--- src/logic/brx_consts.vh ---
// constants for the bit, carry and return instruction executor
`ifndef BRX_CONSTS_VH
`define BRX_CONSTS_VH

// ----------------------------------------
// instruction encodings (10-bit words)
// ----------------------------------------
`define BRX_OP_ROT_RIGHT 10'h01D
`define BRX_OP_CLR_CARRY 10'h006
`define BRX_OP_CLR_PORT_C 10'h28C
`define BRX_OP_CLR_PORT_D 10'h014
`define BRX_OP_SUB_RET 10'h044
`define BRX_OP_SUB_RET_SKIP 10'h045
`define BRX_OP_INT_RET 10'h046
// clear memory bit: base with j in bits 1:0
`define BRX_OP_CLR_BIT_BASE 10'h04C
`define BRX_OP_CLR_BIT_MASK 10'h3FC

// ----------------------------------------
// widths and sizes
// ----------------------------------------
`define BRX_PC_W 13
`define BRX_SP_W 3
`define BRX_STACK_DEPTH 8
`define BRX_PORT_D_W 8

// ----------------------------------------
// apb register byte offsets
// ----------------------------------------
`define BRX_ADDR_ACC 12'h000
`define BRX_ADDR_FLAGS 12'h004
`define BRX_ADDR_POINTER 12'h008
`define BRX_ADDR_PORTS 12'h00C
`define BRX_ADDR_STACK_IDX 12'h010
`define BRX_ADDR_STACK_DATA 12'h014

// ----------------------------------------
// field positions
// ----------------------------------------
`define BRX_FLG_CARRY 0
`define BRX_FLG_SKIP 1
`define BRX_FLG_NOP 2
`define BRX_FLG_SUPPR 3

// ----------------------------------------
// reset values
// ----------------------------------------
`define BRX_RST_NIBBLE 4'h0
`define BRX_RST_PORT_D 8'hFF
`define BRX_RST_PORT_C 1'b1

`endif

--- src/logic/brx_exec.v ---
// execution logic for the rotate, reset-bit, reset-carry/port and return instructions
// Operation
// RL1 - rotate right shifts acc, one cycle, updates carry
// RL2 - old carry into msb, lsb into carry
// RL3 - clear memory bit j at data pointer
// RL4 - clear port d bit chosen by y
// RL5 - return: pc from stack, index minus one
// RL6 - return with skip: same, then skip next
// RL7 - interrupt return: pc from stack, one cycle
// RL8 - interrupt return restores x, y, z
// RL9 - interrupt return restores skip, nop, suppress status
// RL10 - interrupt return restores registers a and b
// RL11 - clear carry only, one cycle
// RL12 - clear port c, carry left cleared
//
// Chosen here: the register offsets and the APB interface to the registers.
`timescale 1ns/1ns
`include "brx_consts.vh"

module brx_exec
(
    // clock and reset
    input wire i_clk,
    input wire i_rst_n,
    // instruction stream from the core
    input wire i_instr_valid,
    input wire [9:0] i_instr,
    output wire o_instr_ready,
    // interrupt acceptance and subroutine call from the core
    input wire i_intr_accept,
    input wire i_call_valid,
    input wire [`BRX_PC_W-1:0] i_call_pc,
    // program counter and skip towards the core
    output reg o_pc_load,
    output reg [`BRX_PC_W-1:0] o_pc,
    output reg o_skip_next,
    // data memory nibble at the data pointer
    input wire [3:0] i_mem_rdata,
    output reg o_mem_we,
    output reg [3:0] o_mem_wdata,
    // ports
    output wire o_port_c,
    output wire [`BRX_PORT_D_W-1:0] o_port_d,
    // apb slave
    input wire i_psel,
    input wire i_penable,
    input wire i_pwrite,
    input wire [11:0] i_paddr,
    input wire [31:0] i_pwdata,
    output reg [31:0] o_prdata,
    output wire o_pready,
    output wire o_pslverr
);

    // ----------------------------------------
    // states
    // ----------------------------------------
    localparam ST_IDLE = 1'b0; // ready for next instruction
    localparam ST_RET2 = 1'b1; // second cycle of a two-cycle return

    // ----------------------------------------
    // state registers
    // ----------------------------------------
    reg state_reg, state_next; // sequencer state
    reg ret_skip_reg, ret_skip_next; // return in progress skips next
    reg [3:0] acc_reg, acc_next; // register a
    reg [3:0] regb_reg, regb_next; // register b
    reg carry_flag_reg, carry_flag_next; // carry
    reg skip_reg, skip_next; // pending skip status
    reg nop_reg, nop_next; // no-operation mode status
    reg suppr_reg, suppr_next; // load_acc_op / load_pointer_pair_op suppression
    reg [3:0] ptr_x_reg, ptr_x_next; // data_pointer x
    reg [3:0] ptr_y_reg, ptr_y_next; // data_pointer y
    reg [1:0] ptr_z_reg, ptr_z_next; // data_pointer z
    reg port_c_reg, port_c_next; // port c output
    reg [`BRX_PORT_D_W-1:0] port_d_reg, port_d_next; // port d outputs
    reg [`BRX_SP_W-1:0] stack_index_reg, stack_index_next; // stack pointer
    reg [`BRX_PC_W-1:0] stack_entry_reg [0:`BRX_STACK_DEPTH-1]; // return addresses
    reg stk_we; // write one stack entry
    reg [`BRX_SP_W-1:0] stk_widx; // which entry
    reg [`BRX_PC_W-1:0] stk_wdata; // value written
    // interrupt save copies
    reg [3:0] sv_acc_reg, sv_regb_reg, sv_x_reg, sv_y_reg; // saved a, b, x, y
    reg [1:0] sv_z_reg; // saved z
    reg sv_skip_reg, sv_nop_reg, sv_suppr_reg; // saved status bits

    // ----------------------------------------
    // decode
    // ----------------------------------------
    wire exec = i_instr_valid && (state_reg == ST_IDLE); // instruction taken
    wire is_clr_bit = (i_instr & `BRX_OP_CLR_BIT_MASK) == `BRX_OP_CLR_BIT_BASE; // clear_mem_bit_op
    wire [1:0] bit_j = i_instr[1:0]; // immediate bit number
    wire [`BRX_PC_W-1:0] top_entry = stack_entry_reg[stack_index_reg]; // stack_entry at index
    // apb access phase, zero wait states
    wire apb_acc = i_psel && i_penable;
    wire apb_wr = apb_acc && i_pwrite;
    wire addr_ok = (i_paddr == `BRX_ADDR_ACC) || (i_paddr == `BRX_ADDR_FLAGS) ||
                   (i_paddr == `BRX_ADDR_POINTER) || (i_paddr == `BRX_ADDR_PORTS) ||
                   (i_paddr == `BRX_ADDR_STACK_IDX) || (i_paddr == `BRX_ADDR_STACK_DATA);
    assign o_pready = 1'b1;
    assign o_pslverr = apb_acc && !addr_ok;
    assign o_instr_ready = (state_reg == ST_IDLE);
    assign o_port_c = port_c_reg;
    assign o_port_d = port_d_reg;
    // ----------------------------------------
    // next-state logic
    // ----------------------------------------
    // software writes first, the executing instruction overrides them
    always @*
    begin
        state_next = state_reg;
        ret_skip_next = ret_skip_reg;
        acc_next = acc_reg;
        regb_next = regb_reg;
        carry_flag_next = carry_flag_reg;
        skip_next = skip_reg;
        nop_next = nop_reg;
        suppr_next = suppr_reg;
        ptr_x_next = ptr_x_reg;
        ptr_y_next = ptr_y_reg;
        ptr_z_next = ptr_z_reg;
        port_c_next = port_c_reg;
        port_d_next = port_d_reg;
        stack_index_next = stack_index_reg;
        stk_we = 1'b0;
        stk_widx = stack_index_reg;
        stk_wdata = i_call_pc;
        // register writes from software
        if (apb_wr)
        begin
            case (i_paddr)
                `BRX_ADDR_ACC:
                begin
                    acc_next = i_pwdata[3:0];
                    regb_next = i_pwdata[7:4];
                end
                `BRX_ADDR_FLAGS:
                begin
                    carry_flag_next = i_pwdata[`BRX_FLG_CARRY];
                    skip_next = i_pwdata[`BRX_FLG_SKIP];
                    nop_next = i_pwdata[`BRX_FLG_NOP];
                    suppr_next = i_pwdata[`BRX_FLG_SUPPR];
                end
                `BRX_ADDR_POINTER:
                begin
                    ptr_x_next = i_pwdata[3:0];
                    ptr_y_next = i_pwdata[7:4];
                    ptr_z_next = i_pwdata[9:8];
                end
                `BRX_ADDR_PORTS:
                begin
                    port_c_next = i_pwdata[0];
                    port_d_next = i_pwdata[15:8];
                end
                `BRX_ADDR_STACK_IDX: stack_index_next = i_pwdata[`BRX_SP_W-1:0];
                `BRX_ADDR_STACK_DATA:
                begin
                    stk_we = 1'b1;
                    stk_wdata = i_pwdata[`BRX_PC_W-1:0];
                end
                default: ; // unmapped: no effect
            endcase
        end
        // subroutine call pushes a return address
        if (i_call_valid)
        begin
            stack_index_next = stack_index_reg + 1'b1;
            stk_we = 1'b1;
            stk_widx = stack_index_reg + 1'b1;
            stk_wdata = i_call_pc;
        end
        // instruction execution
        case (state_reg)
            ST_IDLE:
            begin
                if (exec)
                begin
                    if (is_clr_bit)
                        ; // memory write handled in output logic // see RL3
                    else
                    begin
                        case (i_instr)
                            `BRX_OP_ROT_RIGHT:
                            begin
                                acc_next = {carry_flag_reg, acc_reg[3:1]}; // see RL1 // see RL2
                                carry_flag_next = acc_reg[0]; // see RL2
                            end
                            `BRX_OP_CLR_CARRY: carry_flag_next = 1'b0; // see RL11
                            `BRX_OP_CLR_PORT_C:
                            begin
                                port_c_next = 1'b0; // see RL12
                                carry_flag_next = 1'b0; // see RL12
                            end
                            `BRX_OP_CLR_PORT_D:
                            begin
                                if (ptr_y_reg <= 4'h7)
                                    port_d_next[ptr_y_reg[2:0]] = 1'b0; // see RL4
                            end
                            `BRX_OP_SUB_RET, `BRX_OP_SUB_RET_SKIP:
                            begin
                                state_next = ST_RET2; // see RL5 // see RL6
                                ret_skip_next = i_instr[0];
                            end
                            `BRX_OP_INT_RET:
                            begin
                                stack_index_next = stack_index_reg - 1'b1; // see RL7
                                ptr_x_next = sv_x_reg; // see RL8
                                ptr_y_next = sv_y_reg; // see RL8
                                ptr_z_next = sv_z_reg; // see RL8
                                skip_next = sv_skip_reg; // see RL9
                                nop_next = sv_nop_reg; // see RL9
                                suppr_next = sv_suppr_reg; // see RL9
                                acc_next = sv_acc_reg; // see RL10
                                regb_next = sv_regb_reg; // see RL10
                            end
                            default: ; // other instructions belong elsewhere
                        endcase
                    end
                end
            end
            ST_RET2:
            begin
                stack_index_next = stack_index_reg - 1'b1; // see RL5 // see RL6
                ret_skip_next = 1'b0;
                state_next = ST_IDLE;
            end
            default: state_next = ST_IDLE;
        endcase
    end
    // ----------------------------------------
    // clocked state
    // ----------------------------------------
    always @(posedge i_clk)
    begin
        if (!i_rst_n)
        begin
            state_reg <= ST_IDLE;
            ret_skip_reg <= 1'b0;
            acc_reg <= `BRX_RST_NIBBLE;
            regb_reg <= `BRX_RST_NIBBLE;
            carry_flag_reg <= 1'b0;
            skip_reg <= 1'b0;
            nop_reg <= 1'b0;
            suppr_reg <= 1'b0;
            ptr_x_reg <= `BRX_RST_NIBBLE;
            ptr_y_reg <= `BRX_RST_NIBBLE;
            ptr_z_reg <= 2'h0;
            port_c_reg <= `BRX_RST_PORT_C;
            port_d_reg <= `BRX_RST_PORT_D;
            stack_index_reg <= {`BRX_SP_W{1'b0}};
        end
        else
        begin
            state_reg <= state_next;
            ret_skip_reg <= ret_skip_next;
            acc_reg <= acc_next;
            regb_reg <= regb_next;
            carry_flag_reg <= carry_flag_next;
            skip_reg <= skip_next;
            nop_reg <= nop_next;
            suppr_reg <= suppr_next;
            ptr_x_reg <= ptr_x_next;
            ptr_y_reg <= ptr_y_next;
            ptr_z_reg <= ptr_z_next;
            port_c_reg <= port_c_next;
            port_d_reg <= port_d_next;
            stack_index_reg <= stack_index_next;
        end
    end
    // ----------------------------------------
    // stack storage, one entry per loop pass
    // ----------------------------------------
    genvar gi;
    generate
        for (gi = 0; gi < `BRX_STACK_DEPTH; gi = gi + 1)
        begin : g_stack
            always @(posedge i_clk)
            begin
                if (!i_rst_n)
                    stack_entry_reg[gi] <= {`BRX_PC_W{1'b0}};
                else if (stk_we && (stk_widx == gi))
                    stack_entry_reg[gi] <= stk_wdata;
            end
        end
    endgenerate
    // ----------------------------------------
    // interrupt save copies
    // ----------------------------------------
    // snapshot taken on the cycle the core accepts an interrupt
    always @(posedge i_clk)
    begin
        if (!i_rst_n)
        begin
            sv_acc_reg <= `BRX_RST_NIBBLE;
            sv_regb_reg <= `BRX_RST_NIBBLE;
            sv_x_reg <= `BRX_RST_NIBBLE;
            sv_y_reg <= `BRX_RST_NIBBLE;
            sv_z_reg <= 2'h0;
            sv_skip_reg <= 1'b0;
            sv_nop_reg <= 1'b0;
            sv_suppr_reg <= 1'b0;
        end
        else if (i_intr_accept)
        begin
            sv_acc_reg <= acc_reg;
            sv_regb_reg <= regb_reg;
            sv_x_reg <= ptr_x_reg;
            sv_y_reg <= ptr_y_reg;
            sv_z_reg <= ptr_z_reg;
            sv_skip_reg <= skip_reg;
            sv_nop_reg <= nop_reg;
            sv_suppr_reg <= suppr_reg;
        end
    end
    // ----------------------------------------
    // outputs to the core and memory
    // ----------------------------------------
    // pc load pulses: first return cycle, or interrupt return
    always @(posedge i_clk)
    begin
        if (!i_rst_n)
        begin
            o_pc_load <= 1'b0;
            o_pc <= {`BRX_PC_W{1'b0}};
            o_skip_next <= 1'b0;
            o_mem_we <= 1'b0;
            o_mem_wdata <= 4'h0;
        end
        else
        begin
            o_pc_load <= 1'b0;
            o_skip_next <= 1'b0;
            o_mem_we <= 1'b0;
            if (exec && is_clr_bit)
            begin
                o_mem_we <= 1'b1; // see RL3
                o_mem_wdata <= i_mem_rdata & ~(4'h1 << bit_j); // see RL3
            end
            if (exec && ((i_instr == `BRX_OP_SUB_RET) || (i_instr == `BRX_OP_SUB_RET_SKIP) ||
                         (i_instr == `BRX_OP_INT_RET)))
            begin
                o_pc_load <= 1'b1; // see RL5 // see RL7
                o_pc <= top_entry; // see RL5 // see RL7
            end
            if (state_reg == ST_RET2)
                o_skip_next <= ret_skip_reg; // see RL6
        end
    end
    // ----------------------------------------
    // apb read data
    // ----------------------------------------
    always @(posedge i_clk)
    begin
        if (!i_rst_n)
            o_prdata <= 32'h00000000;
        else if (i_psel && !i_penable && !i_pwrite)
        begin
            case (i_paddr)
                `BRX_ADDR_ACC: o_prdata <= {24'h000000, regb_reg, acc_reg};
                `BRX_ADDR_FLAGS: o_prdata <= {28'h0000000, suppr_reg, nop_reg, skip_reg, carry_flag_reg};
                `BRX_ADDR_POINTER: o_prdata <= {22'h000000, ptr_z_reg, ptr_y_reg, ptr_x_reg};
                `BRX_ADDR_PORTS: o_prdata <= {16'h0000, port_d_reg, 7'h00, port_c_reg};
                `BRX_ADDR_STACK_IDX: o_prdata <= {29'h00000000, stack_index_reg};
                `BRX_ADDR_STACK_DATA: o_prdata <= {19'h00000, top_entry};
                default: o_prdata <= 32'h00000000;
            endcase
        end
    end

endmodule // brx_exec

--- config.mk ---
export PLATFORM = sky130hd
export DESIGN_NAME = brx_exec
export DESIGN_NICKNAME = d
export VERILOG_FILES = /design/src/logic/brx_exec.v
export VERILOG_INCLUDE_DIRS = /design/src /design/src/logic
export SDC_FILE = /design/constraint.sdc
export NUM_CORES = 1
export LEC_CHECK = 0
export BUFFER_PORTS_ARGS = -buffer_cell sky130_fd_sc_hd__buf_2
export CAP_MARGIN = 20
export CORE_ASPECT_RATIO = 0.8
export CORE_UTILIZATION = 40
export DETAILED_ROUTE_END_ITERATION = 10
export GPL_TIMING_DRIVEN = 0
export PLACE_DENSITY = 0.71
export SETUP_SLACK_MARGIN = 0.2
export SLEW_MARGIN = 20
export SYNTH_ARGS = -nofsm -noshare
export SYNTH_HDL_FRONTEND = slang
export SYNTH_SLANG_ARGS = --single-unit
--- constraint.sdc ---
create_clock -name i_clk -period 3.5 [get_ports i_clk]
set_input_delay 0.35 -clock i_clk [delete_from_list [all_inputs] [get_ports i_clk]]
set_output_delay 0.35 -clock i_clk [all_outputs]
set_load 0.01 [all_outputs]
==> results.py <==
metrics = {
    "synth": {
        "ys_seq_area_frac": 0.540,
        "synth_top_flop_cell": "edfxtp_1",
        "synth_edf_count": 104,
        "ys.warnings.count": 0,
        "ys_ff_latch": 197,
        "synth.largest_area_cell": "edfxtp_1",
        "synth_area_per_cell_um2": 11.5,
        "synth_cells": 803,
        "syn-cell-area_mm2": 0.00922,
        "yosys-top-cells-area": "edfxtp_1, dfxtp_1, mux2i_1",
        "ys_async_sr_fraction": 0,
        "ys_types": 64,
        "synth_top_area_share": 0.339,
    },
    "setup_path": {
        "worstReg2RegEnd": "stack_entry_reg[6][9]$_SDFFCE_PN0P_",
        "path_class": "reg2reg",
        "crit_arrival_ps": 3270,
        "ff2ff_path_depth": 9,
        "ff2ff_setup_slack_ps": 400,
        "critPathCaptureType": "flip-flop",
        "reg2reg_from": "stack_index_reg[1]$_SDFF_PN0_",
        "start_kind": "flip-flop",
        "cp_max_fo": 10,
        "cp.required_ps": 3670,
    },
    "cts": {
        "cts_sinks": 197,
        "clkTransAtPathRegs_ps": 70,
        "clock-root-buffer": "clkbuf_16",
        "clkLatencyLatePin_ps": 440,
        "cts_buffers": 17,
        "htree_levels": 4,
        "cts_tree": "yes",
        "clock_path_buffers": 2,
        "cts_setup_buffers": 0,
    },
    "finish": {
        "finalInstanceArea_mm2": 0.0109,
        "layout-drive-gt1-share": 0.247,
        "diodes": 0,
        "final_nets": 1031,
        "largest_reg_flops": 104,
        "utilization": 0.483,
        "area_growth_pct": 18.2,
    },
    "place": {
        "pre_cts_ws_ps": -175,
        "placed_cell_area_mm2": 0.0103,
        "place_hpwl_mm": 19.2,
        "port_buffers": 105,
        "place_congestion": 0.945,
    },
    "die": {
        "fp.dieW_um": 172,
        "num_rows": 49,
        "ios": 143,
        "die_h_um": 138,
        "fp.dieArea_mm2": 0.0237,
        "start_util": 0.409,
        "core_mm2": 0.0226,
    },
    "drt": {
        "routed_wl_mm": 26.2,
        "drt-initial-drc-count": 768,
        "avgRoutedWirePerCell_um": 20.6,
        "drcViolationCount": 0,
        "vias": 7076,
        "drtPass1Iterations": 5,
        "viasPerCell": 5.58,
        "ant_nets": 0,
    },
    "power": {
        "power_density_mw_per_mm2": 456,
        "ir_drop_mv": 0.331,
        "p_leak_uw": 0.00431,
    },
    "sta": {
        "post-route-min-period_ps": 3100,
        "holdWs_ps": 177,
        "hold_viol": 0,
        "fin_tns_setup_ps": 0,
        "rsz0062_at_grt": "no",
        "finalSetupViolCount": 0,
        "drv_slew": 0,
        "worst_pin_slew_ps": 929,
        "relSlewSlack": 0.376,
        "setup_ws_ps": 404,
        "min_period_over_period": 0.885,
        "fmax_mhz": 323,
        "skew_ps": 12.2,
    },
    "job": {
        "maxCapViolations": 0,
    },
    "grt": {
        "grt_pass1_wl_mm": 39.2,
        "grt_overflow": 0,
        "grt_antenna_before_repair": 0,
        "grt_usage": 0.230,
        "grt_max_degree": 20,
        "grt_pass1_vias": 6712,
    },
    "min_path": {
        "hold-path-endpoint": "o_mem_wdata[1]$_SDFFE_PN0P_",
        "whs_path_depth": 3,
        "holdCritPathClass": "in2reg",
        "min_from": "i_mem_rdata[1]",
    },
    "status": {
        "status": "finished clean",
    },
}
==> where the power goes <==
part,total (uW),switching [uW],internal (uW)
clock,1960,941,1020
sequential,2520,19.7,2500
combinational,492,305,186
total,4970,1270,3700
==> stage by stage <==
step           power [uW]  cells
2_1_floorplan        2850    818
3_3_place_gp         3030   1229
3_5_place_dp         3050   1237
4_1_cts              4970   1269
6_report             4970   1269
5_1_grt              5100   1269
==> final cells by class <==
class	count	area (um2)
Fill cell	2072	11700
Inverter	14	52.6
Buffer	70	387
Tap cell	306	383
Clock inverter	13	130
Timing Repair Buffer	113	616
Clock buffer	19	454
Multi-Input combinational cell	537	3900
Sequential cell	197	4980
==> per-layer routing <==
| metal | GRT usage | wire length [um] | up-vias |
|---|---|---|---|
| met4 | 0.0737 | 544 | 0 |
| li1 | - | - | 3210 |
| met1 | 0.318 | 11000 | 3412 |
| met3 | 0.0747 | 3350 | 41 |
| met5 | 0 | 0 | - |
| met2 | 0.341 | 11300 | 413 |
==> worst max-delay path, cell delays in order (launching register included) <==
cell      delay [ps]
dfxtp_1          390
clkbuf_2         340
clkbuf_4         320
inv_1             70
ha_1             360
a31oi_1          270
o22a_1           270
nand3b_1         240
clkbuf_1         470
nor2_1            90
==> cells in the final DEF (no fill, tap or decap), types with 6 or more instances in the layout <==
master / count
nor2_1: 160
buf_2: 112
edfxtp_1: 104
dfxtp_1: 93
mux2i_1: 72
nand2_1: 34
clkbuf_1: 27
a21oi_1: 27
mux4_2: 26
clkbuf_16: 18
buf_4: 17
conb_1: 17
a211oi_1: 15
a22oi_1: 14
nor3_1: 13
buf_6: 13
o21ai_1: 13
inv_1: 12
o21ai_0: 12
nand3_1: 11
mux2i_4: 9
buf_1: 8
o21ai_2: 8
o221ai_1: 8
nand3b_1: 6
mux2_2: 6
==> Yosys cell counts (all sizes together) (3+ instances only) <==
master / number
a211oi: 15
a21oi: 28
a22o: 4
a22oi: 14
a31oi: 3
and3: 4
buf: 38
clkbuf: 32
dfxtp: 93
edfxtp: 104
inv: 12
mux2: 6
mux2i: 84
mux4: 26
nand2: 34
nand2b: 5
nand3: 11
nand3b: 6
nor2: 160
nor2b: 5
nor3: 13
nor3b: 3
nor4: 3
nor4b: 3
o21ai: 33
o21ba: 4
o221ai: 8
o22a: 3
o22ai: 3
or3: 5
or4: 5
==> timing repair <==
item | CTS | global route
setup endpoints to repair | 126 | 67
endpoints found under the hold margin | 0 | 0
hold buffers | 0 | 0
gates resized for setup | 2 | 9
==> worst max path at each step <==
stage                                              from  slack (ps)  depth (start not counted)                              endpoint
after global routing      stack_index_reg[1]$_SDFF_PN0_         210                         10   stack_entry_reg[0][8]$_SDFFCE_PN0P_
after global placement    stack_index_reg[1]$_SDFF_PN0_       -1160                          7  stack_entry_reg[5][10]$_SDFFCE_PN0P_
after detailed placement  stack_index_reg[1]$_SDFF_PN0_        -180                          9   stack_entry_reg[7][6]$_SDFFCE_PN0P_
after CTS                 stack_index_reg[1]$_SDFF_PN0_         360                          9   stack_entry_reg[7][6]$_SDFFCE_PN0P_
after floorplan           stack_index_reg[1]$_SDFF_PN0_         170                          7   stack_entry_reg[5][0]$_SDFFCE_PN0P_
final                     stack_index_reg[1]$_SDFF_PN0_         400                          9   stack_entry_reg[6][9]$_SDFFCE_PN0P_
==> cells by family (layout without fill, tap and decap cells) <==
logic type / Yosys count / count (layout) / share of synthesized area
simple gates: 267 / 267 / 0.136
mux: 116 / 116 / 0.175
fa+ha+maj: 2 / 2 / 0.00271
flops: 197 / 197 / 0.540
xor+xnor: 2 / 2 / 0.00190
compound gates: 133 / 133 / 0.0969
other cells: 2 / 17 / 0.000814
buf+inv: 84 / 229 / 0.0464
(Power assumes the default switching activity.)
